==> src/vdc_consts.svh <==
// Purpose: Register indexes, reset values and fixed levels of the
//          video decoder control bank.
// Assumes: Byte address of a register is four times its index.
// Notes:   Definitions only.
`ifndef VDC_CONSTS_SVH
`define VDC_CONSTS_SVH

// Register indexes
`define VDC_IDX_CLAMP_TIME   6'h20
`define VDC_IDX_YCLAMP       6'h24
`define VDC_IDX_SYNC_REF     6'h25
`define VDC_IDX_MISS_WIN     6'h26
`define VDC_IDX_CLAMP_POS    6'h27
`define VDC_IDX_VCTL_ONE     6'h28
`define VDC_IDX_VCTL_TWO     6'h29
`define VDC_IDX_KILLER       6'h2A
`define VDC_IDX_COMB         6'h2B
`define VDC_IDX_LUMA_DLY     6'h2C
`define VDC_IDX_MISC_ONE     6'h2D
`define VDC_IDX_MISC_TWO     6'h2E
`define VDC_IDX_MISC_THREE   6'h2F
`define VDC_IDX_COPY_STAT    6'h30
`define VDC_IDX_SIG_STAT     6'h31
`define VDC_IDX_HMON         6'h32
`define VDC_IDX_CLAMP_MODE   6'h33
`define VDC_IDX_ID_SENS      6'h34
`define VDC_IDX_CLAMP_CHAN   6'h35
`define VDC_IDX_ADC_SEL      6'h38

// Storage slots of the plain read/write registers
`define VDC_NSLOT            16
`define VDC_S_CLAMP_TIME     4'h0
`define VDC_S_YCLAMP         4'h1
`define VDC_S_SYNC_REF       4'h2
`define VDC_S_MISS_WIN       4'h3
`define VDC_S_CLAMP_POS      4'h4
`define VDC_S_VCTL_ONE       4'h5
`define VDC_S_VCTL_TWO       4'h6
`define VDC_S_KILLER         4'h7
`define VDC_S_COMB           4'h8
`define VDC_S_LUMA_DLY       4'h9
`define VDC_S_MISC_ONE       4'hA
`define VDC_S_MISC_TWO       4'hB
`define VDC_S_MISC_THREE     4'hC
`define VDC_S_CLAMP_MODE     4'hD
`define VDC_S_CLAMP_CHAN     4'hE
`define VDC_S_ADC_SEL        4'hF

// Reset values
`define VDC_RST_CLAMP_TIME   8'h50
`define VDC_RST_YCLAMP       8'hBC
`define VDC_RST_SYNC_REF     8'hB8
`define VDC_RST_MISS_WIN     8'h44
`define VDC_RST_CLAMP_POS    8'h2A
`define VDC_RST_VCTL_ONE     8'h00
`define VDC_RST_VCTL_TWO     8'h00
`define VDC_RST_KILLER       8'h78
`define VDC_RST_COMB         8'h44
`define VDC_RST_LUMA_DLY     8'h30
`define VDC_RST_MISC_ONE     8'h14
`define VDC_RST_MISC_TWO     8'h65
`define VDC_RST_MISC_THREE   8'hE0
`define VDC_RST_CLAMP_MODE   8'h05
`define VDC_RST_CLAMP_CHAN   8'h00
`define VDC_RST_ADC_SEL      8'h80
`define VDC_RST_SENS_NTSC    6'h1E
`define VDC_RST_SENS_SECAM   6'h20
`define VDC_RST_SENS_PAL     6'h1C
`define VDC_RST_SENS_WEAK    6'h2A

// Fixed levels and clamp timing unit
`define VDC_FIXED_CLAMP_LVL  7'h3C
`define VDC_FIXED_SYNC_REF   7'h38
`define VDC_CLAMP_UNIT_CLK   12'h008
`define VDC_CLAMP_CNT_MAX    12'hFFF

`endif

==> src/vdc_pkg.sv <==
// Purpose: Types shared by the video decoder control bank.
// Assumes: Constants live in vdc_consts.svh.
// Notes:   Encodings follow the field codes of the registers.
package vdc_pkg;
    typedef enum logic [1:0] {
        VDC_HPLL_SLOW, VDC_HPLL_MEDIUM, VDC_HPLL_AUTO, VDC_HPLL_FAST
    } vdc_hpll_e;
    typedef enum logic [1:0] {
        VDC_ACC_OFF, VDC_ACC_SLOW, VDC_ACC_MEDIUM, VDC_ACC_FAST
    } vdc_acc_e;
    typedef logic [7:0] vdc_byte_t;
endpackage

==> src/vdc_ctrl_regs.sv <==
// Contract
// - Y clamp level is fixed 60 when override set, else programmed.
// - AGC sync reference is fixed 38h when override set, else field.
// - Upper nibble is sync miss threshold, lower is detect window.
// - Clamp position is an 8-bit offset from the PLL sync edge.
// - Clamp pulse start and end in units of 8 clocks after position.
// - Vertical lock times, window mode, auto field and integration.
// - Vertical sync output delay in half-line steps, 5 bits.
// - Color killer threshold and hysteresis fields with reset values.
// - Luma fine delay is two's complement, minus four to plus three.
// - Gating bit suppresses horizontal sync during video loss.
// - Horizontal PLL acquisition speed from a 2-bit field.
// - Burst PLL speed, ACC time constant and chroma bandwidth fields.
// - Separate noisy killer enables for NTSC, PAL, SECAM, reset 1.
// - Forced or loss-substituted output color, blue or black.
// - Read-only copy protection flags; type valid only with stripe.
// - Read-only signal status indicators.
// - Free-run rate: 0X automatic, 10 is 60 Hz, 11 is 50 Hz.
// - Clamp mode and slice level fields, both reset to 1.
// - Sensitivity registers written indirectly through a 2-bit index.
// - Index 0 NTSC, 1 SECAM, 2 PAL, 3 weak threshold, own resets.
// - Per-channel clamp disable bits for Y, C and V.
// - ADC source select, filter bypass per channel, analog mix.
//
// Purpose: APB control and status register bank of the video decoder.
// Assumes: sync_edge and hsync_in come from logic on mclk; status and
//          video loss inputs are asynchronous.
// Notes:   Zero wait state slave; read data registered in setup phase.
//
// The APB register port was left to the implementer.
`timescale 1ns/1ps
`include "vdc_consts.svh"

module vdc_ctrl_regs #(
    parameter int APB_AW = 12
) (
    input  wire logic              mclk,
    input  wire logic              rst,
    input  wire logic              psel,
    input  wire logic              penable,
    input  wire logic              pwrite,
    input  wire logic [APB_AW-1:0] paddr,
    input  wire logic [31:0]       pwdata,
    input  wire logic [3:0]        pstrb,
    output logic                   pready,
    output logic                   pslverr,
    output logic [31:0]            prdata,
    input  wire logic [7:0]        copy_protect_in,
    input  wire logic [7:0]        signal_status_in,
    input  wire logic [7:0]        horizontal_monitor_in,
    input  wire logic              video_loss_in,
    input  wire logic              sync_edge,
    input  wire logic              hsync_in,
    output logic                   hsync_out,
    output logic                   clamp_pulse,
    output logic [6:0]             y_clamp_level_value,
    output logic [6:0]             sync_ref_amplitude,
    output logic [3:0]             sync_miss_threshold,
    output logic [3:0]             hsync_detect_window,
    output logic [1:0]             vertical_lock_in_time,
    output logic [1:0]             vertical_lock_out_time,
    output logic                   vertical_window_mode,
    output logic                   auto_field_generation,
    output logic                   vertical_integration_time,
    output logic [4:0]             vsync_output_delay,
    output logic [1:0]             killer_hysteresis,
    output logic [5:0]             killer_threshold,
    output logic signed [2:0]      luma_fine_delay,
    output vdc_pkg::vdc_hpll_e     hpll_acquisition_speed,
    output vdc_pkg::vdc_acc_e      acc_time_constant,
    output logic [1:0]             burst_pll_speed,
    output logic [1:0]             chroma_lpf_bandwidth,
    output logic                   noisy_killer_ntsc,
    output logic                   noisy_killer_pal,
    output logic                   noisy_killer_secam,
    output logic                   force_color_active,
    output logic                   force_color_blue,
    output logic                   free_run_auto,
    output logic                   free_run_50hz,
    output logic [1:0]             clamp_mode_select,
    output logic [1:0]             slice_level,
    output logic [5:0]             ntsc_id_sensitivity,
    output logic [5:0]             secam_id_sensitivity,
    output logic [5:0]             pal_id_sensitivity,
    output logic [5:0]             weak_signal_threshold,
    output logic                   y_clamp_disable,
    output logic                   c_clamp_disable,
    output logic                   v_clamp_disable,
    output logic                   adc_source_select,
    output logic                   aaf_bypass_y,
    output logic                   aaf_bypass_v,
    output logic                   aaf_bypass_c,
    output logic                   analog_yc_mix,
    output logic                   id_detect_sensitivity_bit,
    output logic                   timebase_corrector_enable,
    output logic                   standard_detect_enable
);
    import vdc_pkg::*;

    // Slot lookup: bit 4 marks a plain read/write register
    function automatic logic [4:0] slot_of(input logic [5:0] idx);
        case (idx)
            `VDC_IDX_CLAMP_TIME: slot_of = {1'b1, `VDC_S_CLAMP_TIME};
            `VDC_IDX_YCLAMP:     slot_of = {1'b1, `VDC_S_YCLAMP};
            `VDC_IDX_SYNC_REF:   slot_of = {1'b1, `VDC_S_SYNC_REF};
            `VDC_IDX_MISS_WIN:   slot_of = {1'b1, `VDC_S_MISS_WIN};
            `VDC_IDX_CLAMP_POS:  slot_of = {1'b1, `VDC_S_CLAMP_POS};
            `VDC_IDX_VCTL_ONE:   slot_of = {1'b1, `VDC_S_VCTL_ONE};
            `VDC_IDX_VCTL_TWO:   slot_of = {1'b1, `VDC_S_VCTL_TWO};
            `VDC_IDX_KILLER:     slot_of = {1'b1, `VDC_S_KILLER};
            `VDC_IDX_COMB:       slot_of = {1'b1, `VDC_S_COMB};
            `VDC_IDX_LUMA_DLY:   slot_of = {1'b1, `VDC_S_LUMA_DLY};
            `VDC_IDX_MISC_ONE:   slot_of = {1'b1, `VDC_S_MISC_ONE};
            `VDC_IDX_MISC_TWO:   slot_of = {1'b1, `VDC_S_MISC_TWO};
            `VDC_IDX_MISC_THREE: slot_of = {1'b1, `VDC_S_MISC_THREE};
            `VDC_IDX_CLAMP_MODE: slot_of = {1'b1, `VDC_S_CLAMP_MODE};
            `VDC_IDX_CLAMP_CHAN: slot_of = {1'b1, `VDC_S_CLAMP_CHAN};
            `VDC_IDX_ADC_SEL:    slot_of = {1'b1, `VDC_S_ADC_SEL};
            default:             slot_of = 5'h00;
        endcase
    endfunction

    localparam vdc_byte_t rst_tab [0:`VDC_NSLOT-1] = '{
        `VDC_RST_CLAMP_TIME, `VDC_RST_YCLAMP, `VDC_RST_SYNC_REF,
        `VDC_RST_MISS_WIN, `VDC_RST_CLAMP_POS, `VDC_RST_VCTL_ONE,
        `VDC_RST_VCTL_TWO, `VDC_RST_KILLER, `VDC_RST_COMB,
        `VDC_RST_LUMA_DLY, `VDC_RST_MISC_ONE, `VDC_RST_MISC_TWO,
        `VDC_RST_MISC_THREE, `VDC_RST_CLAMP_MODE, `VDC_RST_CLAMP_CHAN,
        `VDC_RST_ADC_SEL};

    vdc_byte_t   rf [0:`VDC_NSLOT-1];
    logic [5:0]  sens [0:3];
    logic [1:0]  sens_idx;
    logic [7:0]  cp_meta;
    logic [7:0]  cp_sync;
    logic [7:0]  st_meta;
    logic [7:0]  st_sync;
    logic [7:0]  hm_meta;
    logic [7:0]  hm_sync;
    logic        loss_meta;
    logic        loss_sync;
    logic [11:0] clamp_cnt;

    // Bus decode
    wire        aligned   = (paddr[1:0] == 2'b00) &&
                            (paddr[APB_AW-1:8] == '0);
    wire [5:0]  reg_idx   = paddr[7:2];
    wire [4:0]  slot_hit  = slot_of(reg_idx);
    wire        is_plain  = aligned && slot_hit[4];
    wire        is_sens   = aligned && (reg_idx == `VDC_IDX_ID_SENS);
    wire        is_ro     = aligned && ((reg_idx == `VDC_IDX_COPY_STAT) ||
                            (reg_idx == `VDC_IDX_SIG_STAT) ||
                            (reg_idx == `VDC_IDX_HMON));
    wire        mapped    = is_plain || is_sens || is_ro;
    wire        access    = psel && penable;
    wire        bad       = !mapped || (pwrite && is_ro);
    wire        wr_ok     = access && pwrite && !bad && pstrb[0];
    wire        setup_rd  = psel && !penable && !pwrite;
    wire        sens_sel  = (pwdata[5:0] == 6'h00);

    assign pready  = 1'b1;
    assign pslverr = access && bad;

    wire [7:0] cp_view = {cp_sync[7:1], cp_sync[0] & cp_sync[1]};

    wire [7:0] rd_byte =
        is_plain ? rf[slot_hit[3:0]] :
        is_sens  ? {sens_idx, sens[sens_idx]} :
        (reg_idx == `VDC_IDX_COPY_STAT) ? cp_view :
        (reg_idx == `VDC_IDX_SIG_STAT)  ? st_sync :
        (reg_idx == `VDC_IDX_HMON)      ? hm_sync : 8'h00;

    generate
        for (genvar s = 0; s < `VDC_NSLOT; s++) begin : g_rf
            always_ff @(posedge mclk or posedge rst) begin
                if (rst) begin
                    rf[s] <= rst_tab[s];
                end else if (wr_ok && is_plain &&
                             slot_hit[3:0] == 4'(s)) begin
                    rf[s] <= pwdata[7:0];
                end
            end
        end
    endgenerate

    always_ff @(posedge mclk or posedge rst) begin
        if (rst) begin
            sens_idx <= 2'h0;
        end else if (wr_ok && is_sens && sens_sel) begin
            sens_idx <= pwdata[7:6];
        end
    end

    always_ff @(posedge mclk or posedge rst) begin
        if (rst) begin
            sens[0] <= `VDC_RST_SENS_NTSC;
            sens[1] <= `VDC_RST_SENS_SECAM;
            sens[2] <= `VDC_RST_SENS_PAL;
            sens[3] <= `VDC_RST_SENS_WEAK;
        end else if (wr_ok && is_sens && !sens_sel) begin
            sens[sens_idx] <= pwdata[5:0];
        end
    end

    // Read data captured at setup so it is stable through access
    always_ff @(posedge mclk or posedge rst) begin
        if (rst) begin
            prdata <= 32'h0000_0000;
        end else if (setup_rd) begin
            prdata <= {24'h00_0000, rd_byte};
        end
    end

    // Status pins are asynchronous: two flops before use
    always_ff @(posedge mclk or posedge rst) begin
        if (rst) begin
            {cp_meta, st_meta, hm_meta, loss_meta} <= '0;
            {cp_sync, st_sync, hm_sync, loss_sync} <= '0;
        end else begin
            {cp_meta, st_meta, hm_meta, loss_meta} <= {copy_protect_in,
                signal_status_in, horizontal_monitor_in, video_loss_in};
            {cp_sync, st_sync, hm_sync, loss_sync} <=
                {cp_meta, st_meta, hm_meta, loss_meta};
        end
    end

    // Clamp timing, counted in clocks from the recovered sync edge
    wire [7:0]  pos_off   = rf[`VDC_S_CLAMP_POS];
    wire [3:0]  pulse_beg = rf[`VDC_S_CLAMP_TIME][3:0];
    wire [3:0]  pulse_end = rf[`VDC_S_CLAMP_TIME][7:4];
    wire [11:0] beg_at    = 12'(pos_off) +
                            12'(pulse_beg) * `VDC_CLAMP_UNIT_CLK;
    wire [11:0] end_at    = 12'(pos_off) +
                            12'(pulse_end) * `VDC_CLAMP_UNIT_CLK;
    wire        in_pulse  = (clamp_cnt >= beg_at) && (clamp_cnt < end_at);

    // Counter saturates so a lost sync cannot retrigger the pulse
    always_ff @(posedge mclk or posedge rst) begin
        if (rst) begin
            clamp_cnt <= `VDC_CLAMP_CNT_MAX;
        end else if (sync_edge) begin
            clamp_cnt <= 12'h000;
        end else if (clamp_cnt != `VDC_CLAMP_CNT_MAX) begin
            clamp_cnt <= clamp_cnt + 12'h001;
        end
    end

    wire next_hsync = hsync_in && !(rf[`VDC_S_MISC_ONE][1] && loss_sync);

    always_ff @(posedge mclk or posedge rst) begin
        if (rst) begin
            hsync_out   <= 1'b0;
            clamp_pulse <= 1'b0;
        end else begin
            hsync_out   <= next_hsync;
            clamp_pulse <= in_pulse;
        end
    end

    assign y_clamp_level_value = rf[`VDC_S_YCLAMP][7] ?
        `VDC_FIXED_CLAMP_LVL : rf[`VDC_S_YCLAMP][6:0];
    assign sync_ref_amplitude = rf[`VDC_S_SYNC_REF][7] ?
        `VDC_FIXED_SYNC_REF : rf[`VDC_S_SYNC_REF][6:0];
    assign sync_miss_threshold = rf[`VDC_S_MISS_WIN][7:4];
    assign hsync_detect_window = rf[`VDC_S_MISS_WIN][3:0];
    assign vertical_lock_in_time     = rf[`VDC_S_VCTL_ONE][7:6];
    assign vertical_lock_out_time    = rf[`VDC_S_VCTL_ONE][5:4];
    assign vertical_window_mode      = rf[`VDC_S_VCTL_ONE][3];
    assign auto_field_generation     = rf[`VDC_S_VCTL_ONE][1];
    assign vertical_integration_time = rf[`VDC_S_VCTL_ONE][0];
    assign vsync_output_delay = rf[`VDC_S_VCTL_TWO][4:0];
    assign killer_hysteresis = rf[`VDC_S_KILLER][7:6];
    assign killer_threshold  = rf[`VDC_S_KILLER][5:0];
    assign luma_fine_delay = $signed(rf[`VDC_S_LUMA_DLY][6:4]);
    assign hpll_acquisition_speed = vdc_hpll_e'(rf[`VDC_S_MISC_TWO][7:6]);
    assign acc_time_constant    = vdc_acc_e'(rf[`VDC_S_MISC_TWO][5:4]);
    assign burst_pll_speed      = rf[`VDC_S_MISC_TWO][3:2];
    assign chroma_lpf_bandwidth = rf[`VDC_S_MISC_TWO][1:0];
    assign noisy_killer_ntsc  = rf[`VDC_S_MISC_THREE][7];
    assign noisy_killer_pal   = rf[`VDC_S_MISC_THREE][6];
    assign noisy_killer_secam = rf[`VDC_S_MISC_THREE][5];
    assign force_color_active = rf[`VDC_S_MISC_THREE][3] ||
                                (rf[`VDC_S_MISC_THREE][2] && loss_sync);
    assign force_color_blue   = rf[`VDC_S_MISC_THREE][1];
    assign free_run_auto = !rf[`VDC_S_CLAMP_MODE][7];
    assign free_run_50hz = rf[`VDC_S_CLAMP_MODE][7] &&
                           rf[`VDC_S_CLAMP_MODE][6];
    assign clamp_mode_select = rf[`VDC_S_CLAMP_MODE][3:2];
    assign slice_level       = rf[`VDC_S_CLAMP_MODE][1:0];
    assign ntsc_id_sensitivity   = sens[0];
    assign secam_id_sensitivity  = sens[1];
    assign pal_id_sensitivity    = sens[2];
    assign weak_signal_threshold = sens[3];
    assign y_clamp_disable = rf[`VDC_S_CLAMP_CHAN][6];
    assign c_clamp_disable = rf[`VDC_S_CLAMP_CHAN][5];
    assign v_clamp_disable = rf[`VDC_S_CLAMP_CHAN][4];
    assign adc_source_select = rf[`VDC_S_ADC_SEL][7];
    assign aaf_bypass_y      = rf[`VDC_S_ADC_SEL][3];
    assign aaf_bypass_v      = rf[`VDC_S_ADC_SEL][2];
    assign aaf_bypass_c      = rf[`VDC_S_ADC_SEL][1];
    assign analog_yc_mix     = rf[`VDC_S_ADC_SEL][0];
    assign id_detect_sensitivity_bit = rf[`VDC_S_MISC_ONE][4];
    assign timebase_corrector_enable = rf[`VDC_S_MISC_ONE][3];
    assign standard_detect_enable    = rf[`VDC_S_MISC_ONE][2];
endmodule

==> config.mk <==
export PLATFORM = sky130hd
export DESIGN_NAME = vdc_ctrl_regs
export DESIGN_NICKNAME = d
export VERILOG_FILES = /design/src/vdc_pkg.sv /design/src/vdc_ctrl_regs.sv
export VERILOG_INCLUDE_DIRS = /design/src
export SDC_FILE = /design/constraint.sdc
export NUM_CORES = 1
export LEC_CHECK = 0
export BUFFER_PORTS_ARGS = -buffer_cell sky130_fd_sc_hd__buf_2
export CAP_MARGIN = 20
export CORE_ASPECT_RATIO = 0.75
export CORE_MARGIN = 4
export CORE_UTILIZATION = 40
export DETAILED_ROUTE_END_ITERATION = 10
export PLACE_DENSITY = 0.7
export REMOVE_ABC_BUFFERS = 1
export SETUP_SLACK_MARGIN = 0.05
export SYNTH_ARGS = -nofsm -noshare
export SYNTH_HDL_FRONTEND = slang
export SYNTH_SLANG_ARGS = --single-unit
==> constraint.sdc <==
create_clock -name mclk -period 18.4 [get_ports mclk]
set_clock_uncertainty 0.2 [all_clocks]
set_input_delay 3.68 -clock mclk [delete_from_list [all_inputs] [get_ports mclk]]
set_output_delay 3.68 -clock mclk [all_outputs]
set_load 0.005 [all_outputs]
==> results.py, run 1 <==
metrics = {
    "sta": {
        "setup_tns_ps": 0,
        "period_share_pct": 51.5,
        "final-max-slew-violation-count": 0,
        "rsz0062_at_grt": "no",
        "hold_viol": 0,
        "worstMarginPinSlew_ps": 973,
        "finalSetupViolations": 0,
        "fmax_mhz": 105,
        "slew_headroom_pct": 35.0,
        "post-route-min-period_ps": 9480,
    },
    "critical_path": {
        "cp.required_ps": 14520,
        "worstPathCellList": "buf_2 > inv_1 > ha_1 > o41ai_1 > nor2_1 > nand2_1 > a32oi_1 > nor2_1 > buf_2",
        "worstPathArrival_ps": 5600,
        "worstSetupStartpointType": "input port",
        "crit_type": "in2out",
        "cp_slowest_cell": "o41ai_1",
        "setup.worst_path.end_class": "primary output",
        "cpPeakStageDelay_ps": 710,
        "path_max_fanout": 6,
    },
    "flow_run": {
        "max-cap-violations": 0,
    },
    "logic_synthesis": {
        "synth_area_per_cell_sq_um": 11.9,
        "yosys_warnings": 0,
        "async_reset_ff_share_pct": 100,
        "ys_ff_latch": 226,
        "yosysSeqAreaShare_pct": 50.5,
        "yosysMostFrequentCell": "dfrtp_1",
        "synthFlopType": "dfrtp_1",
        "synth_top_area_cell": "dfrtp_1",
        "synth_area_leaders": "dfrtp_1 37%, mux2_2 14%, dfstp_2 14%",
        "yosys.area.top_type_share_pct": 36.8,
        "synth_cells": 954,
        "syn_area_sq_um": 11300,
        "ys_types": 69,
        "synth_common_cells": "167 x dfrtp_1, 138 x mux2_2, 80 x nand2_1, 67 x buf_4, 59 x dfstp_2",
        "synth_edf_count": 0,
    },
    "layout": {
        "fillers": 2645,
        "area_delta_synth_final_pct": 14.2,
        "num-nets-final": 1179,
        "antenna_cells": 0,
        "final_layout_size_suffix_gt1_share_pct": 42.0,
    },
    "run_status": {
        "outcome": "completed",
    },
    "drt": {
        "via_count": 7857,
        "wirelength_microns": 30800,
        "drtPass1Iterations": 5,
        "drc": 0,
        "routed_via_density": 5.34,
        "drt_iter0_drc": 593,
        "ant_nets": 0,
        "drt-wirelength-per-cell_microns": 20.9,
    },
    "worst_hold_path": {
        "min_path_type": "reg2reg",
    },
    "die": {
        "fp.dieH_microns": 154,
        "core_sq_um": 28000,
        "die_x_microns": 202,
        "fp-row-count": 53,
        "die_area_sq_um": 31100,
        "start_util_pct": 40.5,
        "io_pins": 215,
    },
    "global_route": {
        "grt-ovfl-total": 0,
        "grt_antenna_before_repair": 0,
        "grt_usage_pct": 19.1,
        "grt_max_degree": 102,
        "grt_first_pass_wirelength_microns": 46800,
        "grt_pass1_vias": 7785,
    },
    "clocking": {
        "cts_tree": "done",
        "clkSinkCount": 226,
        "post-cts-setup-buffer-count": 0,
        "cts.path.max_buffers": 3,
        "cts_hold_buffers": 0,
        "clk_latency_ps": 530,
        "cts_buffers": 25,
        "htreeDepth": 1,
        "path_clk_slew_ps": 60,
        "root_buffer": "clkbuf_16",
        "ctsResizeCount": 0,
    },
    "power": {
        "power.density_nw_per_um2": 81.8,
        "p_leak_uw": 0.00634,
        "max-vdd-ir-drop_mv": 0.0664,
        "finalPower_uw": 1060,
    },
    "place": {
        "portBuffers": 162,
        "gp_congestion": 0.868,
        "post-dp-hpwl_microns": 21900,
    },
}
[critical path: cells and delay by family]
| family | cells | cell delay [ps] |
|---|---|---|
| and+or+nand+nor | 3 | 480 |
| AOI/OAI and AO/OA | 2 | 800 |
| buffers and inverters | 3 | 370 |
| adders and majority gates | 1 | 260 |
[cell type report]
class	instances	area (sq um)	area share (%)
repair buffers	172	886	6.84
inverters	18	75.1	0.580
clock buffers	34	669	5.17
multi-input cells	625	4990	38.5
flip-flops and latches	226	5730	44.2
clock inverters	12	118	0.908
well taps	385	482	3.72
[report_power, final]
group	internal, uW	switching (uW)
Sequential	507	3.92
Combinational	18.9	47.5
Clock	273	210
Total	798	261
[cells in the final DEF (no fill, tap or decap), types with 7 or more instances in the layout]
cell type  Yosys  final
a21oi_1       25     25
a22oi_1        8      8
a31oi_1        9      9
buf_2         15    162
buf_4         67     10
clkbuf_1      24      8
clkbuf_16      0     25
conb_1         2     25
dfrtp_1      167    167
dfstp_2       59     59
ha_1          29     29
inv_1         18     17
mux2_1        17     17
mux2_2       138    138
mux2i_1       35     35
nand2_1       80     80
nand2_2       12     12
nand3_1       24     24
nand4_1        7      7
nor2_1        43     43
nor2b_1       13     13
nor3_1         7      7
o21ai_0       25     25
o22ai_1       11     11
or2_2          7      7
xor2_1        10     10
[per-layer routing]
layer | part of all wire (%) | GRT usage [%] | up-vias | wire length [microns]
met3 | 8.0 | 5.31 | 44 | 2460
li1 | - | - | 3572 | -
met5 | 0 | 0 | - | 0
met2 | 44 | 28.3 | 273 | 13600
met4 | 1.8 | 3.26 | 0 | 567
met1 | 46 | 28.4 | 3968 | 14200
[path summary, 6_finish.rpt]
path | startpoint | end | slack, ps | cells past startpoint
max in group asynchronous | rst | burst_pll_speed[1] | 13470 | 3
hold reg to reg | loss_meta | loss_sync | 150 | 0
min in group asynchronous | rst | weak_signal_threshold[0] | 3040 | 2
setup reg to reg | pos_off[3] | clamp_pulse | 15850 | 9
hold / removal | loss_meta | loss_sync | 150 | 0
setup / recovery | paddr[2] | pslverr | 8920 | 9
[per-stage QoR]
| stage | util, % | area, sq um | instances | worst slack, ps | hold slack [ps] |
|---|---|---|---|---|---|
| 5_1_grt | 46.3 | 13000 | 1472 | 8820 | 145 |
| 4_1_cts | 46.3 | 13000 | 1472 | 8940 | 148 |
| 3_3_place_gp | 43.5 | 12200 | 1426 | 9020 | 132 |
| 6_report | 46.3 | 13000 | 1472 | 8920 | 146 |
| 2_1_floorplan | - | 10700 | 869 | 8430 | 131 |
| 3_5_place_dp | 43.5 | 12200 | 1426 | 8960 | 135 |
[logic make-up after synthesis]
logic type | synth area share [%]
buffers and inverters | 6.63
muxes | 19.7
xor gates and xnor gates | 1.08
other | 0.0662
AOI/OAI and AO/OA | 7.80
adders and majority gates | 3.55
and+or+nand+nor | 10.7
DFF | 50.5
[sequential cells by signal, indices dropped and copies added (netlist names), 8 cells and up]
register / flops
rf: 54
clamp_cnt: 12
cp_meta: 8
cp_sync: 8
hm_meta: 8
hm_sync: 8
pos_off: 8
prdata: 8
st_meta: 8
st_sync: 8
Power figures use the tool's default switching activity.
==> inputs of run 2 (changes only) <==
Settings changed: PLACE_DENSITY 0.7 to 0.72.
Clock period 18.4 ns to 7.95 ns, I/O delays scaled along.
==> results.py, run 2 (synthesis gave the netlist of run 1 again) <==
metrics = {
    "sta": {
        "holdWs_ps": 145,
        "setup_tns_ps": 0,
        "worstMarginPinSlew_ps": 932,
        "period_share_pct": 66.6,
        "timing.final.ws_setup_ps": 2650,
        "post-route-min-period_ps": 5300,
        "fmax_mhz": 189,
        "finalSetupViolations": 0,
        "hold_viol": 0,
        "slew_headroom_pct": 36.2,
        "rsz0062_at_grt": "no",
        "final-max-slew-violation-count": 0,
    },
    "power": {
        "p_seq_share_pct": 49.5,
        "p_sw_uw": 584,
        "p_int_uw": 1800,
        "switching_share_pct": 24.5,
        "p_leak_uw": 0.00635,
        "combPwrFrac_pct": 6.4,
        "power.density_nw_per_um2": 185,
        "max-vdd-ir-drop_mv": 0.165,
        "p_clk_share_pct": 44.0,
    },
    "global_route": {
        "grt-ovfl-total": 0,
        "grt_usage_pct": 18.8,
        "grt_antenna_before_repair": 0,
        "grt_pass1_vias": 7771,
        "grt_max_degree": 104,
        "grt_first_pass_wirelength_microns": 46300,
    },
    "layout": {
        "num-nets-final": 1179,
        "fin_cells": 1471,
        "final_cell_mix": "167 x dfrtp_1, 162 x buf_2, 138 x mux2_2",
        "largest_register": "rf",
        "fillers": 2609,
        "final_common_cell": "dfrtp_1",
        "area_delta_synth_final_pct": 13.8,
        "reg_top3": "rf x54, clamp_cnt x12",
        "antenna_cells": 0,
        "finalInstanceArea_sq_um": 12900,
        "final_layout_size_suffix_gt1_share_pct": 42.3,
        "largest_reg_flops": 54,
    },
    "place": {
        "place_ws_ps": 2660,
        "gp_congestion": 0.885,
        "post-dp-hpwl_microns": 22200,
        "place_area_sq_um": 12200,
        "place_inst": 1427,
        "portBuffers": 162,
    },
    "drt": {
        "wl_met2_microns": 13200,
        "routed_via_density": 5.42,
        "ant_nets": 0,
        "via_count": 7967,
        "top_layer_used": "met4",
        "drc": 0,
        "drt-wirelength-per-cell_microns": 20.9,
        "met1_length_microns": 14400,
        "drt_iter0_drc": 590,
        "dr_wl_met3_microns": 2440,
        "wirelength_microns": 30800,
        "drtPass1Iterations": 5,
    },
    "clocking": {
        "clkSinkCount": 226,
        "root_buffer": "clkbuf_16",
        "clk_latency_ps": 530,
        "post-cts-setup-buffer-count": 0,
        "path_clk_slew_ps": 60,
        "cts.path.max_buffers": 3,
        "cts_hold_buffers": 0,
        "ctsResizeCount": 0,
        "cts_tree": "done",
        "htreeDepth": 1,
        "cts_buffers": 24,
    },
    "die": {
        "io_pins": 215,
        "start_util_pct": 40.5,
        "core_sq_um": 28000,
        "die_area_sq_um": 31100,
        "fp-row-count": 53,
        "fp.dieH_microns": 154,
        "die_x_microns": 202,
    },
    "worst_hold_path": {
        "min_from": "hm_meta[7]",
        "min_path_type": "reg2reg",
    },
    "critical_path": {
        "r2r_slack_ps": 5390,
        "worstSetupStartpointType": "input port",
        "r2r-end": "clamp_pulse",
        "r2r.worst_path.cells": 9,
        "r2r_start": "pos_off[3]",
        "critPathLaunch": "paddr[2]",
        "endpoint": "pslverr",
        "setup.worst_path.end_class": "primary output",
        "crit_type": "in2out",
        "cp.required_ps": 6160,
        "worstPathArrival_ps": 3510,
        "path_max_fanout": 6,
    },
    "run_status": {
        "outcome": "completed",
    },
    "flow_run": {
        "max-cap-violations": 0,
    },
}
-- run 2: changes by cell type in the layout (fill, tap and decap cells not counted), moves of 2 or more --
cell / delta
clkbuf_1: -3
clkbuf_8: +2
clkinv_2: +8
clkinv_4: -3
clkinvlp_4: -2
inv_6: -3
-- run 2: area by class of cell --
| cell class | count | area [sq um] | area share, % |
|---|---|---|---|
| Multi-Input combinational cell | 625 | 4990 | 38.7 |
| Sequential cell | 226 | 5730 | 44.4 |
| Clock inverter | 12 | 76.3 | 0.591 |
| Clock buffer | 32 | 661 | 5.12 |
| Tap cell | 385 | 482 | 3.73 |
| Timing Repair Buffer | 173 | 893 | 6.92 |
| Inverter | 18 | 75.1 | 0.582 |
-- run 2: worst min path at each step --
stage                     slack (ps)         end  cells past startpoint
after floorplan                  130  cp_sync[0]                      0
after global placement           130  cp_sync[5]                      0
after detailed placement         140  st_sync[4]                      0
after CTS                        140  hm_sync[7]                      0
after global routing             150  hm_sync[7]                      0
final                            150  hm_sync[7]                      0
-- run 2: routing by layer --
layer | global-route usage, % | vias to the layer above
met3 | 4.05 | 50
met1 | 28.7 | 4035
met5 | 0 | -
li1 | - | 3560
met4 | 4.75 | 0
met2 | 27.3 | 322
-- run 2: metrics by stage --
stage / power (uW) / util (%)
2_1_floorplan: 1280 / -
3_3_place_gp: 1350 / 43.5
3_5_place_dp: 1360 / 43.5
4_1_cts: 2410 / 46.1
5_1_grt: 2480 / 46.1
6_report: 2390 / 46.1
-- run 2: power by group through the flow --
stage,clock network [uW],logic [uW],registers [uW]
6_report,1050,154,1180
5_1_grt,1130,168,1180
3_5_place_dp,0,154,1200
4_1_cts,1070,154,1180
2_1_floorplan,0,79.5,1200
3_3_place_gp,0,151,1200
-- run 2: worst max-delay path, cell delays in order --
cell     delay, ps
buf_2          170
inv_1           80
ha_1           250
o41ai_1        700
nor2_1         190
nand2_1        200
a32oi_1        100
nor2_1         110
buf_2          120
==> inputs of run 3 (changes only) <==
Settings changed: ABC_AREA set to 1, PLACE_DENSITY 0.72 to 0.69.
Clock period 7.95 ns to 5.3 ns, I/O delays scaled along.
==> results.py, run 3 <==
metrics = {
    "run_status": {
        "outcome": "completed",
    },
    "sta": {
        "slew_headroom_pct": 34.1,
        "rsz0062_at_grt": "no",
        "hold_viol": 0,
        "fmax_mhz": 240,
        "final-max-slew-violation-count": 0,
        "finalSetupViolations": 0,
        "period_share_pct": 78.6,
        "post-route-min-period_ps": 4170,
        "setup_tns_ps": 0,
        "timing.final.ws_setup_ps": 1130,
        "worstMarginPinSlew_ps": 985,
    },
    "drt": {
        "via_count": 10600,
        "routed_via_density": 4.86,
        "wirelength_microns": 34800,
        "drt-wirelength-per-cell_microns": 16.0,
        "drt_iter0_drc": 773,
        "drtPass1Iterations": 5,
        "ant_nets": 0,
        "drc": 0,
    },
    "place": {
        "post-dp-hpwl_microns": 24400,
        "portBuffers": 162,
        "place_ws_ps": 1170,
        "place_area_sq_um": 13100,
        "gp_congestion": 0.855,
        "place_inst": 2135,
    },
    "global_route": {
        "grt_usage_pct": 20.1,
        "grt-ovfl-total": 0,
        "grt_pass1_vias": 9978,
        "grt_antenna_before_repair": 0,
        "grt_max_degree": 97,
        "grt_first_pass_wirelength_microns": 55000,
    },
    "power": {
        "max-vdd-ir-drop_mv": 0.207,
        "p_int_uw": 3020,
        "p_clk_share_pct": 47.7,
        "switching_share_pct": 25.0,
        "p_sw_uw": 1000,
        "p_leak_uw": 0.00743,
        "p_seq_share_pct": 43.9,
        "finalPower_uw": 4020,
        "power.density_nw_per_um2": 287,
        "combPwrFrac_pct": 8.5,
    },
    "logic_synthesis": {
        "synth_edf_count": 0,
        "synth_area_leaders": "dfrtp_1 34%, nand2_1 17%, dfstp_2 12%",
        "yosysSeqAreaShare_pct": 46.2,
        "ys_types": 38,
        "yosys_warnings": 0,
        "synth_top_area_cell": "dfrtp_1",
        "ys_ff_latch": 226,
        "yosys.area.top_type_share_pct": 33.7,
        "synth_cells": 1673,
        "async_reset_ff_share_pct": 100,
        "synth_area_per_cell_sq_um": 7.41,
        "syn_area_sq_um": 12400,
        "yosysMostFrequentCell": "nand2_1",
        "synth_common_cells": "557 x nand2_1, 309 x inv_1, 167 x dfrtp_1, 113 x nand3_1, 89 x o21ai_1",
        "synthFlopType": "dfrtp_1",
    },
    "clocking": {
        "path_clk_slew_ps": 60,
        "cts_hold_buffers": 0,
        "cts_tree": "done",
        "clk_latency_ps": 540,
        "root_buffer": "clkbuf_16",
        "clkSinkCount": 226,
        "post-cts-setup-buffer-count": 0,
        "cts.path.max_buffers": 3,
        "ctsResizeCount": 0,
        "htreeDepth": 1,
        "cts_buffers": 24,
    },
    "critical_path": {
        "worstSetupStartpointType": "input port",
        "crit_type": "in2out",
        "worstPathArrival_ps": 2910,
        "setup.worst_path.end_class": "primary output",
        "cp.required_ps": 4040,
        "path_max_fanout": 15,
    },
    "layout": {
        "antenna_cells": 0,
        "final_common_cell": "nand2_1",
        "area_delta_synth_final_pct": 12.9,
        "finalInstanceArea_sq_um": 14000,
        "largest_register": "rf",
        "num-nets-final": 1873,
        "fillers": 2955,
        "final_layout_size_suffix_gt1_share_pct": 17.1,
        "reg_top3": "rf x54, clamp_cnt x12",
        "fin_cells": 2179,
        "largest_reg_flops": 54,
        "final_cell_mix": "556 x nand2_1, 308 x inv_1, 167 x dfrtp_1",
    },
    "die": {
        "start_util_pct": 40.9,
        "die_area_sq_um": 33900,
        "core_sq_um": 30300,
        "die_x_microns": 211,
        "fp.dieH_microns": 161,
        "fp-row-count": 55,
        "io_pins": 215,
    },
    "worst_hold_path": {
        "min_path_type": "reg2reg",
    },
    "flow_run": {
        "max-cap-violations": 0,
    },
}
-- run 3: area by class of cell --
class | count | area (sq um) | area share (%)
Tap cell | 399 | 499 | 3.56
Inverter | 312 | 1180 | 8.42
Timing Repair Buffer | 172 | 898 | 6.41
Clock inverter | 15 | 250 | 1.79
Clock buffer | 29 | 649 | 4.64
Sequential cell | 226 | 5730 | 40.9
Multi-Input combinational cell | 1026 | 4800 | 34.3
-- run 3: logic make-up (layout without fill, tap and decap cells) --
logic type	after synthesis	in the layout	share of synthesized area (%)
simple gates	752	752	25.1
buf+inv	444	528	15.9
flops	226	226	46.2
compound gates	211	211	8.98
fa+ha+maj	31	31	3.25
xor+xnor	7	7	0.494
other cells	2	25	0.0605
-- run 3: power groups by stage --
stage                     logic [uW]  clock network (uW)  registers [uW]
final                            341                1920            1760
after global routing             381                2030            1760
after CTS                        340                1950            1760
after detailed placement         337                   0            1790
after global placement           335                   0            1790
after floorplan                  196                   0            1790
-- run 3: path summary, 6_finish.rpt --
path | start | end | slack [ps] | cells after the start
setup reg to reg | pulse_beg[0] | clamp_pulse | 2660 | 12
max in group asynchronous | rst | hsync_detect_window[2] | 3470 | 3
hold / removal | hm_meta[3] | hm_sync[3] | 140 | 0
hold reg to reg | hm_meta[3] | hm_sync[3] | 140 | 0
setup / recovery | paddr[5] | pslverr | 1130 | 11
min in group asynchronous | rst | aaf_bypass_v | 430 | 2
-- run 3: per-layer routing --
metal  vias up  wire (microns)  global-route usage, %
met3        53            2730                   3.96
li1       5193               -                      -
met5         -               0                      0
met2       362           15000                   29.5
met4         0             714                   4.51
met1      4978           16400                   30.9
-- run 3: worst max-delay path, cell delays in order --
cell     delay [ps]
buf_2           130
nor2_1          390
nand3_1         520
nand3_1         240
nand2_1         110
inv_1            80
nand2_2          70
nand2_1          70
inv_1            60
nor2_1           70
buf_2           110
-- run 3: through the flow --
stage                     hold slack (ps)  util [%]
after floorplan                       131         -
after global placement                132      43.2
after detailed placement              135      43.2
after CTS                             142      46.2
after global routing                  151      46.2
final                                 139      46.2
